==> src/hw/rcoc_pkg.sv <==
/*
 * Constants for the radio control and offset compensation configuration bank:
 * register offsets, field positions, reset values and timing counts.
 * Assumes a 100 MHz system clock and a 6-bit register address.
 */
package rcoc_pkg;
    localparam logic [5:0] RCOC_ADDR_SM_CFG0 = 6'h18;
    localparam logic [5:0] RCOC_ADDR_FOC_CFG = 6'h19;

    localparam logic [7:0] RCOC_SM_CFG0_RST = 8'h04;
    localparam logic [7:0] RCOC_FOC_CFG_RST = 8'h36;
    localparam logic [7:0] RCOC_SM_CFG0_MASK = 8'h3F;
    localparam logic [7:0] RCOC_FOC_CFG_MASK = 8'h3F;

    // radio_control_sm_cfg0 fields
    localparam int RCOC_AUTOCAL_LSB = 4;
    localparam int RCOC_PO_TMO_LSB = 2;
    localparam int RCOC_PIN_CTRL_BIT = 1;
    localparam int RCOC_XOSC_ON_BIT = 0;

    // freq_offset_comp_cfg fields
    localparam int RCOC_FREEZE_BIT = 5;
    localparam int RCOC_PRE_K_LSB = 3;
    localparam int RCOC_POST_K_BIT = 2;
    localparam int RCOC_LIMIT_LSB = 0;

    typedef enum logic [1:0] {
        RCOC_CAL_NEVER,
        RCOC_CAL_ON_ENTRY,
        RCOC_CAL_ON_RETURN,
        RCOC_CAL_EVERY_4TH
    } rcoc_cal_mode_t;

    // expiries of the 6-bit ripple counter per timeout setting
    localparam logic [8:0] RCOC_PO_EXP_0 = 9'h001;
    localparam logic [8:0] RCOC_PO_EXP_1 = 9'h010;
    localparam logic [8:0] RCOC_PO_EXP_2 = 9'h040;
    localparam logic [8:0] RCOC_PO_EXP_3 = 9'h100;

    // one ripple step lasts one crystal period
    localparam int RCOC_CLK_PERIOD_NS = 10;
    localparam int RCOC_RIPPLE_STEP_NS = 38;
    localparam int RCOC_RIPPLE_STEP_CYC =
        (RCOC_RIPPLE_STEP_NS + RCOC_CLK_PERIOD_NS - 1) / RCOC_CLK_PERIOD_NS;

    localparam int RCOC_OFS_W = 12;
endpackage : rcoc_pkg

==> src/hw/rcoc_po_timer.sv <==
/*
 * Power-on timeout: after the oscillator is stable, counts expiries of a
 * 6-bit ripple counter and then drives the active-low chip-ready output low.
 * Assumes xosc_ok is already synchronised to clk_sys.
 */
`timescale 1ns/10ps
`default_nettype none
module rcoc_po_timer
    import rcoc_pkg::*;
(
    input wire logic clk_sys,
    input wire logic srst,
    input wire logic xosc_ok,
    input wire logic [1:0] tmo_sel,
    output logic chip_ready_n
);
    logic [7:0] step_cnt_r;
    logic step_en;
    logic [5:0] ripple_r;
    logic [8:0] expire_r;
    logic [8:0] expire_goal;

    assign step_en = (step_cnt_r == 8'(RCOC_RIPPLE_STEP_CYC - 1));

    always_comb begin
        case (tmo_sel)
            2'h0: expire_goal = RCOC_PO_EXP_0;
            2'h1: expire_goal = RCOC_PO_EXP_1;
            2'h2: expire_goal = RCOC_PO_EXP_2;
            default: expire_goal = RCOC_PO_EXP_3;
        endcase
    end

    always_ff @(posedge clk_sys) begin
        if (srst || !xosc_ok || step_en) begin
            step_cnt_r <= 8'h00;
        end else begin
            step_cnt_r <= step_cnt_r + 8'h01;
        end
    end

    // losing the oscillator restarts the whole timeout
    always_ff @(posedge clk_sys) begin
        if (srst || !xosc_ok) begin
            ripple_r <= 6'h00;
            expire_r <= 9'h000;
        end else if (step_en && expire_r < expire_goal) begin
            ripple_r <= ripple_r + 6'h01;
            if (ripple_r == 6'h3F) begin
                expire_r <= expire_r + 9'h001;
            end
        end
    end

    always_ff @(posedge clk_sys) begin
        if (srst || !xosc_ok) begin
            chip_ready_n <= 1'b1;
        end else if (expire_r >= expire_goal) begin
            chip_ready_n <= 1'b0;
        end
    end
endmodule : rcoc_po_timer
`default_nettype wire

==> src/hw/rcoc_cfg.sv <==
/*
 * Radio control state machine configuration and frequency offset
 * compensation configuration, with the control they select: synthesizer
 * auto-calibration, power-on chip-ready timeout, pin radio control,
 * oscillator keep-on in sleep, and offset loop gain, freeze and saturation.
 * Assumes the radio state machine reports transitions as one-cycle pulses
 * on clk_sys, and that pins and the oscillator-stable flag are asynchronous.
 */
// What this block does
// with auto-calibration select 00 the synthesizer calibrates only on the calibrate strobe.
// with select 01 it calibrates on every move from idle into receive, transmit or tx-ready.
// with select 10 it calibrates on every automatic return from receive or transmit to idle.
// with select 11 it calibrates on every fourth automatic return to idle and on the calibrate strobe.
// a two-bit counter, cleared by reset, counts those returns and calibration fires when it wraps.
// chip-ready goes low only after the ripple counter expired 1, 16, 64 or 256 times.
// software should program the power-on timeout to 2, using 0 only in safe conditions.
// with pin radio control enabled, radio state requests are taken from the pins.
// with oscillator keep-on set, the crystal oscillator stays running in sleep.
// with loop freeze set, offset and clock recovery loops stay frozen until carrier sense rises.
// before sync the compensation gain is K, 2K, 3K or 4K by the pre-sync field.
// after sync the gain stays as before sync when the post bit is 0, else it is K/2.
// the compensation saturates at zero, an eighth, a quarter or a half of channel bandwidth.
// software must set the saturation limit to zero when on-off keying is used.
`timescale 1ns/10ps
`default_nettype none
module rcoc_cfg
    import rcoc_pkg::*;
(
    input wire logic clk_sys,
    input wire logic srst,
    // register port
    input wire logic [5:0] reg_addr,
    input wire logic reg_wr_en,
    input wire logic [7:0] reg_wr_data,
    input wire logic reg_rd_en,
    output logic [7:0] reg_rd_data,
    // radio state machine events
    input wire logic calibrate_strobe,
    input wire logic evt_idle_to_active,
    input wire logic evt_auto_return_idle,
    input wire logic in_sleep_state,
    output logic cal_start,
    // oscillator and chip-ready
    input wire logic xosc_stable,
    output logic xosc_enable,
    output logic chip_ready_indicator_n,
    // pin radio control
    input wire logic pin_rx_req,
    input wire logic pin_tx_req,
    output logic pin_rx_go,
    output logic pin_tx_go,
    output logic pin_ctrl_active,
    // demodulator
    input wire logic rx_start,
    input wire logic carrier_sense,
    input wire logic sync_found,
    input wire logic signed [RCOC_OFS_W-1:0] ofs_estimate,
    input wire logic [RCOC_OFS_W-1:0] chan_bw,
    output logic loop_freeze,
    output logic [3:0] comp_gain_half_k,
    output logic comp_enable,
    output logic signed [RCOC_OFS_W-1:0] ofs_applied
);
    logic [7:0] sm_cfg0_r;
    logic [7:0] foc_cfg_r;

    rcoc_cal_mode_t cal_mode;
    logic [1:0] po_tmo_sel;
    logic pin_ctrl_en;
    logic xosc_force_on;
    logic freeze_gate;
    logic [1:0] pre_k_sel;
    logic post_k_half;
    logic [1:0] limit_sel;

    assign cal_mode = rcoc_cal_mode_t'(sm_cfg0_r[RCOC_AUTOCAL_LSB +: 2]);
    assign po_tmo_sel = sm_cfg0_r[RCOC_PO_TMO_LSB +: 2];
    assign pin_ctrl_en = sm_cfg0_r[RCOC_PIN_CTRL_BIT];
    assign xosc_force_on = sm_cfg0_r[RCOC_XOSC_ON_BIT];
    assign freeze_gate = foc_cfg_r[RCOC_FREEZE_BIT];
    assign pre_k_sel = foc_cfg_r[RCOC_PRE_K_LSB +: 2];
    assign post_k_half = foc_cfg_r[RCOC_POST_K_BIT];
    assign limit_sel = foc_cfg_r[RCOC_LIMIT_LSB +: 2];

    // register writes; reserved bits never store
    always_ff @(posedge clk_sys) begin
        if (srst) begin
            sm_cfg0_r <= RCOC_SM_CFG0_RST;
        end else if (reg_wr_en && reg_addr == RCOC_ADDR_SM_CFG0) begin
            sm_cfg0_r <= reg_wr_data & RCOC_SM_CFG0_MASK;
        end
    end

    // the limit field is stored as written, even with on-off keying
    always_ff @(posedge clk_sys) begin
        if (srst) begin
            foc_cfg_r <= RCOC_FOC_CFG_RST;
        end else if (reg_wr_en && reg_addr == RCOC_ADDR_FOC_CFG) begin
            foc_cfg_r <= reg_wr_data & RCOC_FOC_CFG_MASK;
        end
    end

    // reads answer one cycle later; unmapped addresses read zero
    always_ff @(posedge clk_sys) begin
        if (srst) begin
            reg_rd_data <= 8'h00;
        end else if (reg_rd_en) begin
            case (reg_addr)
                RCOC_ADDR_SM_CFG0: reg_rd_data <= sm_cfg0_r;
                RCOC_ADDR_FOC_CFG: reg_rd_data <= foc_cfg_r;
                default: reg_rd_data <= 8'h00;
            endcase
        end
    end

    // automatic calibration
    logic [1:0] return_cnt_r;
    logic cal_nxt;

    always_ff @(posedge clk_sys) begin
        if (srst) begin
            return_cnt_r <= 2'h0;
        end else if (cal_mode == RCOC_CAL_EVERY_4TH && evt_auto_return_idle) begin
            return_cnt_r <= return_cnt_r + 2'h1;
        end
    end

    // the manual strobe calibrates in every mode, not only in 00
    always_comb begin
        cal_nxt = calibrate_strobe;
        case (cal_mode)
            RCOC_CAL_NEVER: cal_nxt = calibrate_strobe;
            RCOC_CAL_ON_ENTRY: begin
                if (evt_idle_to_active) begin
                    cal_nxt = 1'b1;
                end
            end
            RCOC_CAL_ON_RETURN: begin
                if (evt_auto_return_idle) begin
                    cal_nxt = 1'b1;
                end
            end
            RCOC_CAL_EVERY_4TH: begin
                // fires on the return that wraps the counter from 3 to 0
                if (evt_auto_return_idle && return_cnt_r == 2'h3) begin
                    cal_nxt = 1'b1;
                end
            end
            default: cal_nxt = calibrate_strobe;
        endcase
    end

    always_ff @(posedge clk_sys) begin
        if (srst) begin
            cal_start <= 1'b0;
        end else begin
            cal_start <= cal_nxt;
        end
    end

    // oscillator stable flag crosses in from the analog side
    logic xosc_meta_r;
    logic xosc_sync_r;

    always_ff @(posedge clk_sys) begin
        if (srst) begin
            xosc_meta_r <= 1'b0;
            xosc_sync_r <= 1'b0;
        end else begin
            xosc_meta_r <= xosc_stable;
            xosc_sync_r <= xosc_meta_r;
        end
    end

    // the timeout select is taken live; software sets it before wake-up
    rcoc_po_timer u_po_timer (
        .clk_sys(clk_sys),
        .srst(srst),
        .xosc_ok(xosc_sync_r),
        .tmo_sel(po_tmo_sel),
        .chip_ready_n(chip_ready_indicator_n)
    );

    always_ff @(posedge clk_sys) begin
        if (srst) begin
            xosc_enable <= 1'b1;
        end else begin
            xosc_enable <= !in_sleep_state || xosc_force_on;
        end
    end

    // pin radio control: synchronise, then edge detect on the second stage
    logic [1:0] pin_meta_r;
    logic [1:0] pin_sync_r;
    logic [1:0] pin_prev_r;

    always_ff @(posedge clk_sys) begin
        if (srst) begin
            pin_meta_r <= 2'b00;
            pin_sync_r <= 2'b00;
            pin_prev_r <= 2'b00;
        end else begin
            pin_meta_r <= {pin_tx_req, pin_rx_req};
            pin_sync_r <= pin_meta_r;
            pin_prev_r <= pin_sync_r;
        end
    end

    always_ff @(posedge clk_sys) begin
        if (srst) begin
            pin_rx_go <= 1'b0;
            pin_tx_go <= 1'b0;
        end else begin
            pin_rx_go <= pin_ctrl_en && pin_sync_r[0] && !pin_prev_r[0];
            pin_tx_go <= pin_ctrl_en && pin_sync_r[1] && !pin_prev_r[1];
        end
    end

    assign pin_ctrl_active = pin_ctrl_en;

    // carrier sense seen since this receive started; a new start rearms the freeze
    logic cs_seen_r;

    // a carrier in the same cycle as a new start counts for the new receive
    always_ff @(posedge clk_sys) begin
        if (srst) begin
            cs_seen_r <= 1'b0;
        end else if (carrier_sense) begin
            cs_seen_r <= 1'b1;
        end else if (rx_start) begin
            cs_seen_r <= 1'b0;
        end
    end

    assign loop_freeze = freeze_gate && !cs_seen_r && !carrier_sense;

    // loop gain in units of K/2: pre-sync (sel+1)*K, post-sync K/2 or unchanged
    logic [3:0] pre_gain;

    assign pre_gain = {1'b0, pre_k_sel + 2'h1, 1'b0} == 4'h0 ?
        4'h8 : {1'b0, pre_k_sel + 2'h1, 1'b0};

    always_ff @(posedge clk_sys) begin
        if (srst) begin
            comp_gain_half_k <= 4'h6;
        end else if (sync_found && post_k_half) begin
            comp_gain_half_k <= 4'h1;
        end else begin
            comp_gain_half_k <= pre_gain;
        end
    end

    // saturation: 00 turns compensation off, else clamp to bw/8, bw/4, bw/2
    logic [RCOC_OFS_W-1:0] bw_limit;
    logic signed [RCOC_OFS_W-1:0] lim_pos;
    logic signed [RCOC_OFS_W-1:0] lim_neg;

    always_comb begin
        case (limit_sel)
            2'h1: bw_limit = chan_bw >> 3;
            2'h2: bw_limit = chan_bw >> 2;
            2'h3: bw_limit = chan_bw >> 1;
            default: bw_limit = '0;
        endcase
    end

    assign lim_pos = $signed(bw_limit);
    assign lim_neg = -$signed(bw_limit);

    always_ff @(posedge clk_sys) begin
        if (srst) begin
            comp_enable <= 1'b0;
            ofs_applied <= '0;
        end else begin
            comp_enable <= (limit_sel != 2'h0);
            if (limit_sel == 2'h0) begin
                ofs_applied <= '0;
            end else if (ofs_estimate > lim_pos) begin
                ofs_applied <= lim_pos;
            end else if (ofs_estimate < lim_neg) begin
                ofs_applied <= lim_neg;
            end else begin
                ofs_applied <= ofs_estimate;
            end
        end
    end
endmodule : rcoc_cfg
`default_nettype wire

==> config.mk <==
export PLATFORM = sky130hd
export DESIGN_NAME = rcoc_cfg
export DESIGN_NICKNAME = d
export VERILOG_FILES = /design/src/hw/rcoc_pkg.sv /design/src/hw/rcoc_po_timer.sv /design/src/hw/rcoc_cfg.sv
export SDC_FILE = /design/constraint.sdc
export NUM_CORES = 1
export LEC_CHECK = 0
export BUFFER_PORTS_ARGS = -buffer_cell sky130_fd_sc_hd__buf_2
export CAP_MARGIN = 10
export CORE_MARGIN = 3
export CORE_UTILIZATION = 55
export DETAILED_ROUTE_END_ITERATION = 8
export GPL_TIMING_DRIVEN = 0
export PLACE_DENSITY = 0.8
export SLEW_MARGIN = 10
export SYNTH_ARGS = -nofsm -noshare
export SYNTH_HDL_FRONTEND = slang
export SYNTH_SLANG_ARGS = --single-unit
==> constraint.sdc <==
create_clock -name clk_sys -period 11.7 [get_ports clk_sys]
set_input_delay 0.585 -clock clk_sys [delete_from_list [all_inputs] [get_ports clk_sys]]
set_output_delay 0.585 -clock clk_sys [all_outputs]
set_load 0.02 [all_outputs]
==> flow_summary_export.csv <==
group,metric,value,unit
routing,via_per_inst,5.57,
cts,root_buffer,"clkbuf_8",
synth,seq_area_frac_synth,35.1,%
cts,post_cts_buffers,0,
cts,htreeDepth,3,
cts,clk_path_buf_depth,2,
synth,synth_area_leader_cell,"dfxtp_1",
power_and_ir_drop,ir_drop,0.0000748,V
floorplanning,initial_core_util,57.6,%
synth,syn_area_per_cell,8.70,sq um
routing,firstDrtPassIters,5,
worst_hold_path,hold_depth,1,
floorplanning,core_area,0.00733,sq mm
synth,yosysWarnings,0,
synth,synth_top_area_share,35.1,%
cts,clk_latency,340,ps
timing,tightestPinTransition,800,ps
cts,path_clk_slew,90,ps
routing,antenna_left,0,
power_and_ir_drop,p_leak,2.24,nW
timing,hold_violations,0,
timing,period_minus_slack,4990,ps
synth,synth_flop_cell,"dfxtp_1",
place,place.gp.congestion,0.889,
synth,synth.top_cells.by_area,"dfxtp_1, ha_1, nor2_1",
timing,finalSetupTns,0,ps
worst_setup_path,cp_data_required_time,11940,ps
worst_setup_path,criticalPathCategory,"reg2reg",
cells_and_area,drive_above_1_share,21.4,%
cells_and_area,areaGrowthSynthToFinish,16.9,%
timing,fmax,200,MHz
global_routing,grt.total_usage,23.7,%
floorplanning,row_count,31,
job,cap_viol_max_count,0,
worst_setup_path,r2r_cells,21,
timing,skew,8.69,ps
worst_setup_path,startpoint_type,"flop",
cts,hold_buffers,0,
timing,slew_headroom,46.5,%
timing,rsz0062_at_grt,"false",
place,io_buffers,77,
timing,drv_slew,0,
global_routing,grt_overflow,0,
cells_and_area,design_area,0.00493,sq mm
global_routing,antenna_found_initial,0,
routing,wl,9.94,mm
synth,synth_most_common_cell,"nor2_1",
routing,wl_per_cell,14.7,um
synth,async_flop_share,0,%
timing,period_share,42.6,%
worst_setup_path,cp-end-kind,"flop",
cts,cts_sinks,74,
cts,cts.repair.resized,0,
worst_hold_path,hold_path_class,"reg2reg",
routing,drtIter0Drc,172,
worst_setup_path,crit_arrival,5230,ps
cells_and_area,nFillCells,633,
global_routing,grt_max_degree,15,
synth,syn_inst,485,
global_routing,first_global_vias,3603,
global_routing,grt_first_pass_wirelength,16.6,mm
synth,synthDistinctLibCells,69,
floorplanning,die_x,93.6,um
synth,synth_commonest_cells,"nor2_1, dfxtp_1, ha_1",
routing,vias,3776,
place,place_hpwl,7.63,mm
power_and_ir_drop,power.density,112,mW/mm^2
floorplanning,ios,84,
timing,final-setup-viol-count,0,
place,place_area,0.00473,sq mm
synth,syn_area,0.00422,sq mm
run_status,status,"complete, no violations",
floorplanning,fp.dieArea,0.00876,sq mm
synth,ys_seq_elements,74,
synth,synth-edff-count,0,
cts,cts_made_buffers,9,
worst_setup_path,crit_fanout,10,
cts,tritoncts,"done",
cells_and_area,insertedDiodeCount,0,
place,place_inst,662,
cells_and_area,stdcell_count,678,
floorplanning,die_height,93.6,um
cells_and_area,layout.nets,658,
routing,drc_errors,0,
[cells in the final DEF (no fill, tap or decap), drive strengths merged, types with 9 or more instances in the layout]
cell,instances
a21oi,25
nand4,11
nor2b,12
xnor2,10
nand2,27
clkbuf,19
mux2i,25
nand2b,9
dfxtp,74
nor2,77
o21ai,16
nand3,13
inv,26
xor2,16
ha,32
buf,86
[logic make-up after synthesis]
group,count (synthesis),synth area share (%)
simple gates,191,23.6
compound gates,90,15.1
flops,74,35.1
buf+inv,43,4.51
fa+ha+maj,32,9.49
mux,28,6.73
xor+xnor,26,5.40
other cells,1,0.0889
[area by class of cell]
class	instances	area, sq um	area share, %
Multi-Input combinational cell	369	2550	51.7
Sequential cell	74	1480	30.0
Timing Repair Buffer	77	385	7.81
Clock buffer	9	124	2.51
Tap cell	99	124	2.51
Buffer	19	100	2.03
Inverter	24	90.1	1.83
Clock inverter	7	77.6	1.57
[flip-flops by register name (all words and copies together), names as in the netlist, 2 cells and up]
register / flops
pin_meta_r: 2
u_po_timer.ripple_r: 6
u_po_timer.expire_r: 9
sm_cfg0_r: 6
pin_prev_r: 2
reg_rd_data: 6
return_cnt_r: 2
pin_sync_r: 2
u_po_timer.step_cnt_r: 8
ofs_applied: 12
foc_cfg_r: 6
comp_gain_half_k: 4
[worst paths after layout]
path	start	endpoint	slack [ps]
worst max register to register	foc_cfg_r[1]	ofs_applied[3]	6710
worst min-delay path	pin_meta_r[1]	pin_sync_r[1]	440
worst min register to register	pin_meta_r[1]	pin_sync_r[1]	440
worst max-delay path	foc_cfg_r[1]	ofs_applied[3]	6710
[critical path, cell delays in order, from the launching register on]
cell and delay, ps:
dfxtp_1 330, buf_2 210, buf_2 270, buf_2 280, mux2_2 370, nand2_1 70
o21ai_0 180, inv_1 110, ha_1 240, nor4b_2 510, nor2b_1 220, xnor2_1 180
ha_1 300, a21o_1 180, a21oi_1 150, nor2_1 50, or3_1 290, buf_2 170
o21ba_1 230, buf_6 150, and2_0 150, o31a_1 260
[through the flow]
stage / total power, mW / hold WS, ps / worst slack, ps / utilization [%]
3_5_place_dp: 0.351 / 424 / 6780 / 64.6
3_3_place_gp: 0.349 / 422 / 6890 / 64.6
6_report: 0.552 / 438 / 6710 / 67.3
4_1_cts: 0.555 / 441 / 6750 / 67.3
2_1_floorplan: 0.321 / 414 / 7440 / -
5_1_grt: 0.578 / 460 / 6410 / 67.3
[metal layers]
metal	wire length, um	share of wire, %	global-route usage [%]
met1	4560	46	31.5
met4	110	1.1	7.70
met5	0	0	0
met2	4640	47	39.0
met3	630	6.3	4.42
[power breakdown]
group          total [mW]  switching (mW)  internal, mW  leakage (nW)
Clock               0.205           0.105         0.101         0.105
Sequential          0.261         0.00176         0.259         0.603
Combinational      0.0859          0.0517        0.0342          1.53
Total               0.552           0.158         0.394          2.24
Note: power is estimated with default switching activity, not from simulation.
